## config.mk

```make
export PLATFORM = sky130hd
export DESIGN_NAME = amp_control_register_map
export DESIGN_NICKNAME = d
export VERILOG_FILES = /design/src/shared/amp_regs_pkg.sv /design/src/design/amp_control_register_map.sv
export SDC_FILE = /design/constraint.sdc
export NUM_CORES = 1
export LEC_CHECK = 0
export ABC_AREA = 1
export BUFFER_PORTS_ARGS = -buffer_cell sky130_fd_sc_hd__buf_2
export CAP_MARGIN = 20
export CELL_PAD_IN_SITES_DETAIL_PLACEMENT = 2
export CELL_PAD_IN_SITES_GLOBAL_PLACEMENT = 2
export CORE_MARGIN = 5
export CORE_UTILIZATION = 31
export DETAILED_ROUTE_END_ITERATION = 6
export PLACE_DENSITY_LB_ADDON = 0.25
export SYNTH_ARGS = -nofsm -noshare
export SYNTH_HDL_FRONTEND = slang
export SYNTH_SLANG_ARGS = --single-unit
```

## constraint.sdc

```tcl
create_clock -name clk -period 6.9 [get_ports clk]
set_clock_uncertainty 0.15 [all_clocks]
set_input_delay 0.345 -clock clk [delete_from_list [all_inputs] [get_ports clk]]
set_output_delay 0.345 -clock clk [all_outputs]
set_load 0.02 [all_outputs]
```

## src/shared/amp_regs_pkg.sv

```systemverilog
package amp_regs_pkg;
    localparam int ADDR_W = 8;
    localparam int DATA_W = 8;
    localparam int REG_COUNT = 23;
    localparam int ZERO_RUN = 2048;
    localparam int ZCOUNT_W = 12;
    localparam int SAMPLE_W = 24;

    localparam logic [7:0] OFF_POWER_CONTROL = 8'h00;
    localparam logic [7:0] OFF_AMP_SENSE_SETUP = 8'h01;
    localparam logic [7:0] OFF_PLAYBACK_CONVERTER_SETUP = 8'h02;
    localparam logic [7:0] OFF_PLAYBACK_VOLUME = 8'h03;
    localparam logic [7:0] OFF_SERIAL_AUDIO_CONFIG_A = 8'h04;
    localparam logic [7:0] OFF_SERIAL_AUDIO_CONFIG_B = 8'h05;
    localparam logic [7:0] OFF_SLOT_PLACEMENT_ONE = 8'h06;
    localparam logic [7:0] OFF_SLOT_PLACEMENT_TWO = 8'h07;
    localparam logic [7:0] OFF_SLOT_PLACEMENT_THREE = 8'h08;
    localparam logic [7:0] OFF_SLOT_PLACEMENT_FOUR = 8'h09;
    localparam logic [7:0] OFF_SLOT_PLACEMENT_FIVE = 8'h0A;
    localparam logic [7:0] OFF_SLOT_PLACEMENT_SIX = 8'h0B;
    localparam logic [7:0] OFF_BATTERY_LEVEL = 8'h0C;
    localparam logic [7:0] OFF_LIMITER_SETUP_A = 8'h0D;
    localparam logic [7:0] OFF_LIMITER_SETUP_B = 8'h0E;
    localparam logic [7:0] OFF_LIMITER_SETUP_C = 8'h0F;
    localparam logic [7:0] OFF_FAULT_STATUS_A = 8'h10;
    localparam logic [7:0] OFF_FAULT_STATUS_B = 8'h11;
    localparam logic [7:0] OFF_FAULT_RECOVERY_SETUP = 8'h12;
    localparam logic [7:0] OFF_PULSE_DENSITY_SETUP = 8'h13;
    localparam logic [7:0] OFF_CLOCK_RATIO_SETUP = 8'h14;
    localparam logic [7:0] OFF_BOOST_SETUP_A = 8'h15;
    localparam logic [7:0] OFF_BOOST_SETUP_B = 8'h16;
    localparam logic [7:0] OFF_LAST_RW = 8'h16;
    localparam logic [7:0] OFF_RESET_TRIGGER = 8'hFF;

    localparam int BIT_AUTO_SLEEP_ENABLE = 7;
    localparam int BIT_BATTERY_SENSE_OFF = 6;
    localparam int BIT_VOLTAGE_SENSE_OFF = 5;
    localparam int BIT_CURRENT_SENSE_OFF = 4;
    localparam int BIT_BOOST_OFF = 3;
    localparam int BIT_AMP_OFF = 2;
    localparam int BIT_MASTER_SOFTWARE_SLEEP = 0;

    localparam logic [7:0] RESET_VALUES [0:REG_COUNT-1] = '{
        8'h81, 8'h09, 8'h32, 8'h40, 8'h00, 8'h08, 8'h01, 8'h20,
        8'h32, 8'h07, 8'h07, 8'h07, 8'h00, 8'hA4, 8'h73, 8'h00,
        8'h00, 8'h00, 8'h30, 8'h40, 8'h11, 8'h03, 8'h00
    };

    typedef enum logic [0:0] {
        SLEEP_AWAKE = 1'b0,
        SLEEP_AUTO = 1'b1
    } sleep_state_t;
endpackage

```

## src/design/amp_control_register_map.sv

```systemverilog
`timescale 1ns/1ps
// Operation
// - 2048 consecutive zero samples enter auto sleep
// - one nonzero sample wakes from auto sleep
// - bit 7 enables auto sleep, resets 1
// - bit 6 powers off battery sensing, resets 0
// - bit 5 powers off voltage sensing, resets 0
// - bit 4 is read-write current sense power-down
// - power control at 0x00 resets to 0x81
// - current sense off when 1, resets 0
// - bit 0 sleeps all but control interface
module amp_control_register_map
    import amp_regs_pkg::*;
#(
    parameter int ZERO_RUN_LEN = amp_regs_pkg::ZERO_RUN // zeros before sleep, at most 4096
)
(
    input wire logic clk, // 10 MHz device clock
    input wire logic reset, // async, active high
    input wire logic clk_en, // freezes all state when low
    input wire logic wr_en, // register write strobe
    input wire logic [amp_regs_pkg::ADDR_W-1:0] wr_addr, // write address
    input wire logic [amp_regs_pkg::DATA_W-1:0] wr_data, // write data
    input wire logic [amp_regs_pkg::ADDR_W-1:0] rd_addr, // read address
    output logic [amp_regs_pkg::DATA_W-1:0] rd_data, // registered read data
    input wire logic sample_valid, // one input audio sample present
    input wire logic [amp_regs_pkg::SAMPLE_W-1:0] sample_data, // audio sample
    input wire logic [7:0] battery_level, // measured battery value
    input wire logic [7:0] fault_a, // fault flags group a
    input wire logic [7:0] fault_b, // fault flags group b
    output logic auto_sleep, // device asleep from zero run
    output logic low_power, // whole device in low power
    output logic battery_sense_on, // battery sensing powered
    output logic voltage_sense_on, // voltage sensing powered
    output logic current_sense_on, // current sensing powered
    output logic boost_on, // boost converter powered
    output logic amp_on, // amplifier and converter powered
    output logic [7:0] reg_image [0:amp_regs_pkg::REG_COUNT-1] // all setup registers
);
    import amp_regs_pkg::*;

    typedef struct packed {
        logic [REG_COUNT-1:0][7:0] regs;
        logic [7:0] rd;
        logic [ZCOUNT_W-1:0] zeros;
        sleep_state_t sleep;
    } state_t;

    state_t state_reg;
    state_t state_next;

    logic zero_sample;
    logic [7:0] power_control;
    logic auto_enable;

    assign power_control = state_reg.regs[OFF_POWER_CONTROL[4:0]];
    assign auto_enable = power_control[BIT_AUTO_SLEEP_ENABLE];
    assign zero_sample = (sample_data == '0);

    function automatic state_t reset_state();
        state_t s;
        s = '0;
        for (int i = 0; i < REG_COUNT; i++)
        begin
            s.regs[i] = RESET_VALUES[i];
        end
        s.sleep = SLEEP_AWAKE;
        return s;
    endfunction

    // built once so the reset branch loads a plain constant
    localparam state_t RESET_STATE = reset_state();

    always_comb
    begin
        state_next = state_reg;
        // full compare, so unmapped offsets never alias onto a register
        if (wr_en)
        begin
            if (wr_addr == OFF_POWER_CONTROL)
            begin
                state_next.regs[OFF_POWER_CONTROL[4:0]] = wr_data;
            end
            else if (wr_addr == OFF_AMP_SENSE_SETUP)
            begin
                state_next.regs[OFF_AMP_SENSE_SETUP[4:0]] = wr_data;
            end
            else if (wr_addr == OFF_PLAYBACK_CONVERTER_SETUP)
            begin
                state_next.regs[OFF_PLAYBACK_CONVERTER_SETUP[4:0]] = wr_data;
            end
            else if (wr_addr == OFF_PLAYBACK_VOLUME)
            begin
                state_next.regs[OFF_PLAYBACK_VOLUME[4:0]] = wr_data;
            end
            else if (wr_addr == OFF_SERIAL_AUDIO_CONFIG_A)
            begin
                state_next.regs[OFF_SERIAL_AUDIO_CONFIG_A[4:0]] = wr_data;
            end
            else if (wr_addr == OFF_SERIAL_AUDIO_CONFIG_B)
            begin
                state_next.regs[OFF_SERIAL_AUDIO_CONFIG_B[4:0]] = wr_data;
            end
            else if (wr_addr == OFF_SLOT_PLACEMENT_ONE)
            begin
                state_next.regs[OFF_SLOT_PLACEMENT_ONE[4:0]] = wr_data;
            end
            else if (wr_addr == OFF_SLOT_PLACEMENT_TWO)
            begin
                state_next.regs[OFF_SLOT_PLACEMENT_TWO[4:0]] = wr_data;
            end
            else if (wr_addr == OFF_SLOT_PLACEMENT_THREE)
            begin
                state_next.regs[OFF_SLOT_PLACEMENT_THREE[4:0]] = wr_data;
            end
            else if (wr_addr == OFF_SLOT_PLACEMENT_FOUR)
            begin
                state_next.regs[OFF_SLOT_PLACEMENT_FOUR[4:0]] = wr_data;
            end
            else if (wr_addr == OFF_SLOT_PLACEMENT_FIVE)
            begin
                state_next.regs[OFF_SLOT_PLACEMENT_FIVE[4:0]] = wr_data;
            end
            else if (wr_addr == OFF_SLOT_PLACEMENT_SIX)
            begin
                state_next.regs[OFF_SLOT_PLACEMENT_SIX[4:0]] = wr_data;
            end
            else if (wr_addr == OFF_LIMITER_SETUP_A)
            begin
                state_next.regs[OFF_LIMITER_SETUP_A[4:0]] = wr_data;
            end
            else if (wr_addr == OFF_LIMITER_SETUP_B)
            begin
                state_next.regs[OFF_LIMITER_SETUP_B[4:0]] = wr_data;
            end
            else if (wr_addr == OFF_LIMITER_SETUP_C)
            begin
                state_next.regs[OFF_LIMITER_SETUP_C[4:0]] = wr_data;
            end
            else if (wr_addr == OFF_FAULT_RECOVERY_SETUP)
            begin
                state_next.regs[OFF_FAULT_RECOVERY_SETUP[4:0]] = wr_data;
            end
            else if (wr_addr == OFF_PULSE_DENSITY_SETUP)
            begin
                state_next.regs[OFF_PULSE_DENSITY_SETUP[4:0]] = wr_data;
            end
            else if (wr_addr == OFF_CLOCK_RATIO_SETUP)
            begin
                state_next.regs[OFF_CLOCK_RATIO_SETUP[4:0]] = wr_data;
            end
            else if (wr_addr == OFF_BOOST_SETUP_A)
            begin
                state_next.regs[OFF_BOOST_SETUP_A[4:0]] = wr_data;
            end
            else if (wr_addr == OFF_BOOST_SETUP_B)
            begin
                state_next.regs[OFF_BOOST_SETUP_B[4:0]] = wr_data;
            end
        end

        // live status is sampled into the read-only slots
        state_next.regs[OFF_BATTERY_LEVEL[4:0]] = battery_level;
        state_next.regs[OFF_FAULT_STATUS_A[4:0]] = fault_a;
        state_next.regs[OFF_FAULT_STATUS_B[4:0]] = fault_b;

        // read path; a read in the cycle of a write returns the old value
        if (rd_addr == OFF_POWER_CONTROL)
        begin
            state_next.rd = state_reg.regs[OFF_POWER_CONTROL[4:0]];
        end
        else if (rd_addr == OFF_AMP_SENSE_SETUP)
        begin
            state_next.rd = state_reg.regs[OFF_AMP_SENSE_SETUP[4:0]];
        end
        else if (rd_addr == OFF_PLAYBACK_CONVERTER_SETUP)
        begin
            state_next.rd = state_reg.regs[OFF_PLAYBACK_CONVERTER_SETUP[4:0]];
        end
        else if (rd_addr == OFF_PLAYBACK_VOLUME)
        begin
            state_next.rd = state_reg.regs[OFF_PLAYBACK_VOLUME[4:0]];
        end
        else if (rd_addr == OFF_SERIAL_AUDIO_CONFIG_A)
        begin
            state_next.rd = state_reg.regs[OFF_SERIAL_AUDIO_CONFIG_A[4:0]];
        end
        else if (rd_addr == OFF_SERIAL_AUDIO_CONFIG_B)
        begin
            state_next.rd = state_reg.regs[OFF_SERIAL_AUDIO_CONFIG_B[4:0]];
        end
        else if (rd_addr == OFF_SLOT_PLACEMENT_ONE)
        begin
            state_next.rd = state_reg.regs[OFF_SLOT_PLACEMENT_ONE[4:0]];
        end
        else if (rd_addr == OFF_SLOT_PLACEMENT_TWO)
        begin
            state_next.rd = state_reg.regs[OFF_SLOT_PLACEMENT_TWO[4:0]];
        end
        else if (rd_addr == OFF_SLOT_PLACEMENT_THREE)
        begin
            state_next.rd = state_reg.regs[OFF_SLOT_PLACEMENT_THREE[4:0]];
        end
        else if (rd_addr == OFF_SLOT_PLACEMENT_FOUR)
        begin
            state_next.rd = state_reg.regs[OFF_SLOT_PLACEMENT_FOUR[4:0]];
        end
        else if (rd_addr == OFF_SLOT_PLACEMENT_FIVE)
        begin
            state_next.rd = state_reg.regs[OFF_SLOT_PLACEMENT_FIVE[4:0]];
        end
        else if (rd_addr == OFF_SLOT_PLACEMENT_SIX)
        begin
            state_next.rd = state_reg.regs[OFF_SLOT_PLACEMENT_SIX[4:0]];
        end
        else if (rd_addr == OFF_BATTERY_LEVEL)
        begin
            state_next.rd = state_reg.regs[OFF_BATTERY_LEVEL[4:0]];
        end
        else if (rd_addr == OFF_LIMITER_SETUP_A)
        begin
            state_next.rd = state_reg.regs[OFF_LIMITER_SETUP_A[4:0]];
        end
        else if (rd_addr == OFF_LIMITER_SETUP_B)
        begin
            state_next.rd = state_reg.regs[OFF_LIMITER_SETUP_B[4:0]];
        end
        else if (rd_addr == OFF_LIMITER_SETUP_C)
        begin
            state_next.rd = state_reg.regs[OFF_LIMITER_SETUP_C[4:0]];
        end
        else if (rd_addr == OFF_FAULT_STATUS_A)
        begin
            state_next.rd = state_reg.regs[OFF_FAULT_STATUS_A[4:0]];
        end
        else if (rd_addr == OFF_FAULT_STATUS_B)
        begin
            state_next.rd = state_reg.regs[OFF_FAULT_STATUS_B[4:0]];
        end
        else if (rd_addr == OFF_FAULT_RECOVERY_SETUP)
        begin
            state_next.rd = state_reg.regs[OFF_FAULT_RECOVERY_SETUP[4:0]];
        end
        else if (rd_addr == OFF_PULSE_DENSITY_SETUP)
        begin
            state_next.rd = state_reg.regs[OFF_PULSE_DENSITY_SETUP[4:0]];
        end
        else if (rd_addr == OFF_CLOCK_RATIO_SETUP)
        begin
            state_next.rd = state_reg.regs[OFF_CLOCK_RATIO_SETUP[4:0]];
        end
        else if (rd_addr == OFF_BOOST_SETUP_A)
        begin
            state_next.rd = state_reg.regs[OFF_BOOST_SETUP_A[4:0]];
        end
        else if (rd_addr == OFF_BOOST_SETUP_B)
        begin
            state_next.rd = state_reg.regs[OFF_BOOST_SETUP_B[4:0]];
        end
        else
        begin
            // reset trigger has no action here; it and holes read zero
            state_next.rd = 8'h00;
        end

        if (!auto_enable)
        begin
            state_next.zeros = '0;
            state_next.sleep = SLEEP_AWAKE;
        end
        else if (sample_valid)
        begin
            case (state_reg.sleep)
                SLEEP_AWAKE:
                begin
                    if (!zero_sample)
                    begin
                        state_next.zeros = '0;
                    end
                    else if (state_reg.zeros == ZCOUNT_W'(ZERO_RUN_LEN - 1))
                    begin
                        // counter saturates here; no wrap while asleep
                        state_next.sleep = SLEEP_AUTO;
                    end
                    else
                    begin
                        state_next.zeros = state_reg.zeros + 1'b1;
                    end
                end
                SLEEP_AUTO:
                begin
                    if (!zero_sample)
                    begin
                        state_next.sleep = SLEEP_AWAKE;
                        state_next.zeros = '0;
                    end
                end
                default:
                begin
                    state_next.sleep = SLEEP_AWAKE;
                end
            endcase
        end
    end

    always_ff @(posedge clk or posedge reset)
    begin
        if (reset)
        begin
            state_reg <= RESET_STATE;
        end
        else if (clk_en)
        begin
            state_reg <= state_next;
        end
    end

    assign rd_data = state_reg.rd;
    assign auto_sleep = (state_reg.sleep == SLEEP_AUTO);
    // master sleep covers all but the control interface
    assign low_power = power_control[BIT_MASTER_SOFTWARE_SLEEP] || auto_sleep;
    assign battery_sense_on = !low_power && !power_control[BIT_BATTERY_SENSE_OFF];
    assign voltage_sense_on = !low_power && !power_control[BIT_VOLTAGE_SENSE_OFF];
    assign current_sense_on = !low_power && !power_control[BIT_CURRENT_SENSE_OFF];
    assign boost_on = !low_power && !power_control[BIT_BOOST_OFF];
    assign amp_on = !low_power && !power_control[BIT_AMP_OFF];

    always_comb
    begin
        for (int i = 0; i < REG_COUNT; i++)
        begin
            reg_image[i] = state_reg.regs[i];
        end
    end
endmodule

```

**Word level (Yosys, flattened, before mapping)**

Cells that the tools add are included.

- Word-level logic and storage cells: 160
- Memories kept: 0
- Bits of input ports: 77
- Output and inout bits: 199
- Memory bits (read-only): 0
- Register bits after elaboration: 205
- Memory bits (writable): 0
- Bits in latches: 0

- Multiply operators: 0
- Bitwise gates (word level): 20
- Multiplexer cells: 31
- Reductions and logical operators: 37
- Shift-type cells: 0
- Magnitude comparators: 0
- Add/subtract/negate cells: 1
- Eq/ne operators: 45
- Div/mod/pow operators: 0

Operators with widths:

| operator | count |
|---|---|
| $mux W8 | 23 |
| $eq A8 B4 Y1 const B | 15 |
| $eq A8 B5 Y1 const B | 12 |
| $eq A8 B3 Y1 const B | 8 |
| $mux W13 | 3 |
| $eq A8 B2 Y1 const B | 4 |
| $pmux W13 S2 | 1 |
| $logic_not A24 Y1 | 1 |
| $mux W12 | 2 |
| $reduce_and A22 Y1 | 1 |
| $reduce_and A21 Y1 | 1 |
| $not A1 Y1 | 20 |
| $reduce_and A20 Y1 | 1 |
| $reduce_and A19 Y1 | 1 |
| $reduce_and A18 Y1 | 1 |
| $reduce_and A17 Y1 | 1 |
| $eq A8 B1 Y1 const B | 2 |
| $logic_not A8 Y1 | 2 |
| $reduce_and A16 Y1 | 1 |
| $reduce_and A15 Y1 | 1 |
| $reduce_and A14 Y1 | 1 |
| $reduce_and A13 Y1 | 1 |
| $add A12 B1 Y12 const B | 1 |
| $eq A12 B11 Y1 const B | 1 |
| other kinds (18) | 29 |

**Longest topological paths before layout**

Gate-level depths: netlist of run 1.

- Depth after elaboration: 24
- Mapped depth: 20
- Depth with buffers taken out: 19

**Worst setup path before layout of run 1**

No wires, ideal clock.

- Kind: reg2reg
- From: register state_reg[1] (netlist bit)
- To: register state_reg[12] (netlist bit)
- Data required time: 6.613 ns
- Buffers on the path: 0
- Setup time: 0.137 ns
- Cell stages (with the launch flop): 14
- Period minus slack after synthesis: 2.138 ns
- Path slack: 4.762 ns
- Arrival time: 1.851 ns
- Cells stage by stage: dfrtp_1 > ha_1 > nand2_1 > nor2_1 > nand2_1 > nor4_1 > o211ai_1 > inv_1 > nor2_1 > clkinv_1 > nor3_1 > nand3_1 > xor2_1 > nor2_1

- Cells in the longest elaborated chain, start to end: 6
- Elaborated cells between the ends (all ways): 9
- Classes of those cells: add/sub: 1; eq/ne: 2; mux: 5; reduce/logical: 1

RTL lines:

| item | line | text |
|---|---|---|
| start: declaration | amp_control_register_map.sv:49 | `state_t state_reg;` |
| start signal: assignment | amp_control_register_map.sv:314 | `state_reg <= state_next;` |
| $add A12 B1 Y12 | amp_control_register_map.sv:287 | `state_next.zeros = state_reg.zeros + 1'b1;` |
| $mux W12 | amp_control_register_map.sv:280 | `else if (state_reg.zeros == ZCOUNT_W'(ZERO_RUN_LEN - 1))` |
| $mux W12 | amp_control_register_map.sv:276 | `if (!zero_sample)` |
| $pmux W13 S2 | amp_control_register_map.sv:273 | `case (state_reg.sleep)` |
| $mux W13 | amp_control_register_map.sv:271 | `else if (sample_valid)` |
| $mux W13 | amp_control_register_map.sv:266 | `if (!auto_enable)` |

Parallel ways exist; a longest one is shown, timed or not. The select of a mux whose other input is x is not followed.
A chain may end at the register's enable or synchronous reset.

**Worst setup path in the final report of run 1**

- From: register state_reg[1] (netlist bit)
- To: register state_reg[5] (netlist bit)

The elaborated chain is that of the path after synthesis.

==> results of run 1 <==
-- Yosys cell counts (2+ instances only) --
cell type,n,share of area [%]
nand2_1,395,13
buf_4,192,13
o21ai_0,170,7.6
dfrtp_1,167,37
inv_1,112,3.7
nor2_1,108,3.6
nand3_1,52,2.3
a21oi_1,41,1.8
nand4_1,40,2.2
clkbuf_1,39,1.3
dfstp_2,38,8.9
nor3_1,22,0.98
nor2_2,9,0.50
nor4_1,8,0.45
or2_2,8,0.45
buf_2,6,0.27
inv_2,6,0.20
xor2_1,4,0.31
a221oi_1,3,0.23
nand2_2,3,0.17
buf_6,2,0.20
nor3_2,2,0.18
o21a_1,2,0.13
or2_0,2,0.11
-- worst min-delay path: cells and delay by family --
kind                   cells  cell delay (ns)
AOI/OAI and AO/OA          2             0.27
buffers and inverters      1             0.08
-- metrics by stage --
step / area [sq um] / hold slack [ns] / setup WS, ns / power (W)
6_report: 12700 / 0.0691 / 3.67 / 0.00292
3_3_place_gp: 11600 / 0.317 / 3.49 / 0.00158
4_1_cts: 12600 / 0.0554 / 3.58 / 0.00296
5_1_grt: 12700 / 0.113 / 3.34 / 0.00303
2_1_floorplan: 11200 / 0.300 / 0.872 / 0.00150
3_5_place_dp: 11600 / 0.323 / 3.44 / 0.00159
-- final timing paths --
| kind | from | endpoint | slack (ns) | depth (start not counted) |
|---|---|---|---|---|
| max | state_reg[1]$_DFFE_PP0P_ | state_reg[5]$_DFFE_PP0P_ | 3.67 | 12 |
| min | sample_valid | auto_sleep$_DFFE_PP0P_ | 0.07 | 3 |
| max reg2reg | state_reg[1]$_DFFE_PP0P_ | state_reg[5]$_DFFE_PP0P_ | 3.67 | 12 |
| min reg2reg | rd_data[3]$_DFFE_PP0P_ | rd_data[3]$_DFFE_PP0P_ | 0.33 | 2 |
| max in group asynchronous | reset | power_control[6]$_DFFE_PP0P_ | 4.78 | 4 |
| min in group asynchronous | reset | reg_image[19]$_DFFE_PP0P_ | 0.35 | 3 |
-- cells by family (layout without fill, tap and decap cells) --
family	count (synthesis)	count (layout)	synth area share (%)
and+or+nand+nor	656	656	24.8
DFF	205	205	46.1
buffers and inverters	359	468	18.6
AOI/OAI and AO/OA	220	220	10.0
xor gates and xnor gates	4	4	0.312
adders and majority gates	1	1	0.111
-- layer usage --
layer,track usage [%],wire length (um)
met1,32.3,22100
met2,37.3,21600
met3,3.02,1730
met4,4.03,886
met5,0,7
-- where the power goes --
group	internal [W]	switching, W	total, W
clock network	0.000812	0.000534	0.00135
logic	0.0000811	0.000202	0.000283
registers	0.00125	0.0000458	0.00129
-- repair_timing --
item,in CTS,in global routing
hold buffers,25,0
endpoints found under the hold margin,98,0
gates resized for setup,0,0
-- area by class of cell --
type                       instances  area share, %
multi-input combinational        881           31.2
sequential                       205           40.8
inverter                         119           3.58
tap                              461           4.55
clock buffer                      36           5.81
timing repair buffer             304           13.2
clock inverter                     9          0.770
-- cell usage in the layout, fill, tap and decap left out, types with 6 or more instances in the layout --
master	instances
nor3_1	22
clkbuf_8	7
dfstp_2	38
inv_1	111
nor2_1	108
nand3_1	52
a21oi_1	41
clkbuf_16	25
nor2_2	9
or2_2	8
o21ai_0	170
nor4_1	8
clkinv_2	6
nand4_1	40
dfrtp_1	167
inv_2	6
dlygate4sd3_1	25
nand2_1	395
buf_2	275
==> flow_summary.ini, run 1 <==
[grt]
antenna_found_initial = 2
gr-total-overflow = 0
grt_max_degree = 101
grt_pass1_wl_um = 71200
grt_pass1_vias = 10900
track_usage_pct = 22.6

[logic_synthesis]
ys_warn_count = 0
synth-main-ff-cell = dfrtp_1
synth_nets = 1523
synth_enable_flop_cells = 0
async_flop_share_pct = 100
synth_area_per_cell_sq_um = 7.77
syn_area_sq_um = 11200
ys_types = 38
synth-seq-cells = 205
syn-instance-count = 1445
ys_seq_area_share_pct = 46.1

[clocking]
clockBufferDepth = 3
clk_pin_slew_ns = 0.06
clock_latency_ns = 0.53
tritoncts = done
cts_sinks = 205
cts_root_buf = clkbuf_16
cts_buffers = 25
cts_setup_buffers = 0
htree_levels = 1

[power_and_ir_drop]
ir_drop_mv = 0.135
cellLeakagePower_nw = 6.30
p_per_area_nw_per_um2 = 231

[sta]
final-setup-viol-count = 0
final.min_clock_period_ns = 3.23
min_period_over_period_pct = 46.8
maxSlewHeadroom_pct = 30.3
hold_violations = 0
finalSetupTns_ns = 0
maxClockFrequency_mhz = 309
rsz0062_at_grt = no
drv_slew = 0
tightest_slew_ns = 1.04

[finish]
final_util_pct = 35.6
fillers = 4160
antennaDiodeCount = 0
largest_reg_flops = 176
fin_cells = 2015
final_layout_size_suffix_gt1_share_pct = 25.1
nets = 1614
areaGrowthSynthToFinish_pct = 12.9
multi_input_area_sq_um = 3960
regArea_sq_um = 5180

[setup_path]
crit_buf_inv = 2
slowest_delay_ns = 0.60
crit_slowest_cell = nor2_1
crit_fanout = 11
end_kind = register
crit_required_ns = 7.16
worstSetupStartpointType = register
crit_arrival_ns = 3.49
crit_family = simple AND/OR/NAND/NOR gates
crit_type = reg2reg
path_cells = ha_1, nand2_1, nor2_1, nand2_1, nor4_1, o211ai_1, inv_1, nor2_1, clkinv_1, nor2_1, nor2_1, o21a_1
crit_top_cell = nor2_1

[worst_hold_path]
hp-class = in2reg

[drt]
drtIter0Drc = 481
drc = 0
vias = 10100
drtPass1Iterations = 4
vias_per_cell = 5.00
wl_per_cell_um = 23.0
wl_um = 46300
ant_nets = 0

[placement]
dpl.hpwl_um = 34900
port-buffer-count = 275
dpl.cell_count = 1944
gp_congestion = 0.876

[floorplan]
io_pins = 276
core_sq_um = 35700
dieArea_sq_um = 40100
rows = 69
fp.dieW_um = 200
die_h_um = 200
initial_utilization_pct = 31.5

[run]
drv_cap = 0

[run_status]
outcome = finished clean
No activity file was read; power rests on OpenSTA's default activity.
==> run 2, diff against run 1 <==
==> constraint.sdc (replaced) <==
create_clock -name clk -period 3.16 [get_ports clk]
set_clock_uncertainty 0.15 [all_clocks]
set_input_delay 0.158 -clock clk [delete_from_list [all_inputs] [get_ports clk]]
set_output_delay 0.158 -clock clk [all_outputs]
set_load 0.02 [all_outputs]
==> run 2 against run 1 <==
  * Critical path depth fell by 2
  * Wire length increased by 0.82%
  * Global-route usage fell by 0.055 points
==> flow_summary.ini, run 2 (synthesis results as in run 1) <==
[run_status]
outcome = finished clean

[sta]
rsz0062_at_grt = no
hold_violations = 0
min_period_over_period_pct = 88.2
final-setup-viol-count = 0
maxClockFrequency_mhz = 359
final.min_clock_period_ns = 2.79
drv_slew = 0
maxSlewHeadroom_pct = 26.7
finalSetupTns_ns = 0
tightest_slew_ns = 1.10

[finish]
areaGrowthSynthToFinish_pct = 15.5
multi_input_area_sq_um = 3960
regArea_sq_um = 5180
final_common_cell = nand2_1
fillers = 4135
final_util_pct = 36.4
final_layout_size_suffix_gt1_share_pct = 26.0
nets = 1639
final_cell_mix = nand2_1, buf_2, o21ai_0, dfrtp_1, inv_1
largest_reg_flops = 176

[worst_hold_path]
whs_endpoint = reg_image[83]$_DFFE_PP0P_
min_path_cells = 4
hp-class = in2reg
hp-start = clk_en

[clocking]
clock_latency_ns = 0.54
clockBufferDepth = 3
clk_pin_slew_ns = 0.06
tritoncts = done
cts_resized = 0
cts_sinks = 205
htree_levels = 1
cts_root_buf = clkbuf_16
cts_buffers = 26

[floorplan]
io_pins = 276
core_sq_um = 35700
rows = 69
fp.dieW_um = 200
dieArea_sq_um = 40100
die_h_um = 200
initial_utilization_pct = 31.5

[setup_path]
crit_slowest_cell = dlygate4sd3_1
crit_top_cell = dlygate4sd3_1
crit_fanout = 6
crit_required_ns = 3.39
reg2reg_to = state_reg[9]$_DFFE_PP0P_
crit_buf_inv = 6
timing.rr.start = power_control[7]$_DFFE_PP1P_
reg2reg_slack_ns = 0.55
crit_type = in2reg
worstSetupStartpointType = primary input
end_kind = register
ff2ff_path_depth = 8
crit_family = buffers and inverters
crit_arrival_ns = 3.02
path_cells = dlygate4sd3_1, buf_2, nor4_1, dlygate4sd3_1, nand4_1, dlygate4sd3_1, inv_1, nor2_1, buf_4, a221oi_1
slowest_delay_ns = 0.59

[grt]
grt_pass1_wl_um = 71300
antenna_found_initial = 5
track_usage_pct = 22.6
grt_max_degree = 51
grt_pass1_vias = 11100
gr-total-overflow = 0

[drt]
vias_per_cell = 4.96
drc = 0
drtIter0Drc = 535
drtPass1Iterations = 4
ant_nets = 0
vias = 10100
wl_per_cell_um = 22.8
wl_um = 46700

[run]
drv_cap = 0

[placement]
dpl.hpwl_um = 35700
gp_congestion = 0.868
port-buffer-count = 275

[power_and_ir_drop]
ir_drop_mv = 0.306
p_per_area_nw_per_um2 = 504
cellLeakagePower_nw = 6.44
run 2: power by group:
part / internal, W / switching (W) / total (W)
logic: 0.000195 / 0.000455 / 0.000650
registers: 0.00272 / 0.0000970 / 0.00282
clock network: 0.00185 / 0.00121 / 0.00306
run 2: worst max path at each step:
| stage | to | startpoint | depth (start not counted) |
|---|---|---|---|
| after global placement | rd_data[1]$_DFFE_PP0P_ | rd_addr[5] | 20 |
| after global routing | state_reg[9]$_DFFE_PP0P_ | sample_data[5] | 10 |
| final | state_reg[9]$_DFFE_PP0P_ | sample_data[5] | 10 |
| after floorplan | auto_sleep$_DFFE_PP0P_ | reset | 1 |
| after CTS | state_reg[9]$_DFFE_PP0P_ | sample_data[5] | 10 |
| after detailed placement | rd_data[1]$_DFFE_PP0P_ | rd_addr[5] | 20 |
run 2: through the flow:
step           hold WS, ns  area (sq um)  instances  power, W  worst slack [ns]
4_1_cts             0.0596         12900       2040   0.00661             0.424
6_report            0.0742         13000       2044   0.00653             0.372
2_1_floorplan        0.120         11200       1445   0.00327             0.225
3_5_place_dp         0.220         11800       1963   0.00349             0.223
3_3_place_gp         0.214         11800       1963   0.00348             0.275
5_1_grt             0.0988         13000       2043   0.00678             0.267
run 2: layout make-up:
cell class,instances,area share (%)
well taps,461,4.45
diodes,2,0.0386
multi-input cells,881,30.5
inverters,119,3.47
clock inverters,11,0.927
flip-flops and latches,205,39.9
clock buffers,37,5.89
repair buffers,328,14.7
run 2: what timing repair did:
action / 4_1_cts / 5_1_grt
hold buffers: 29 / 1
endpoints found under the setup margin: 0 / 0
hold endpoints to repair: 51 / 1
setup buffers: 0 / 0
run 2: worst register-to-register path, cell delays in order (launching register included):
cell           delay (ns)
dfstp_2              0.57
inv_1                0.12
nor3b_1              0.23
nand4_1              0.12
dlygate4sd3_1        0.59
inv_1                0.11
nor2_1               0.12
buf_4                0.18
a221oi_1             0.29
run 2: layer usage:
layer	up-vias	part of all wire [%]	track usage [%]
li1	4694	-	-
met5	-	0.064	0
met2	206	47	37.0
met4	4	1.5	3.59
met3	41	3.5	3.54
met1	5200	48	32.3
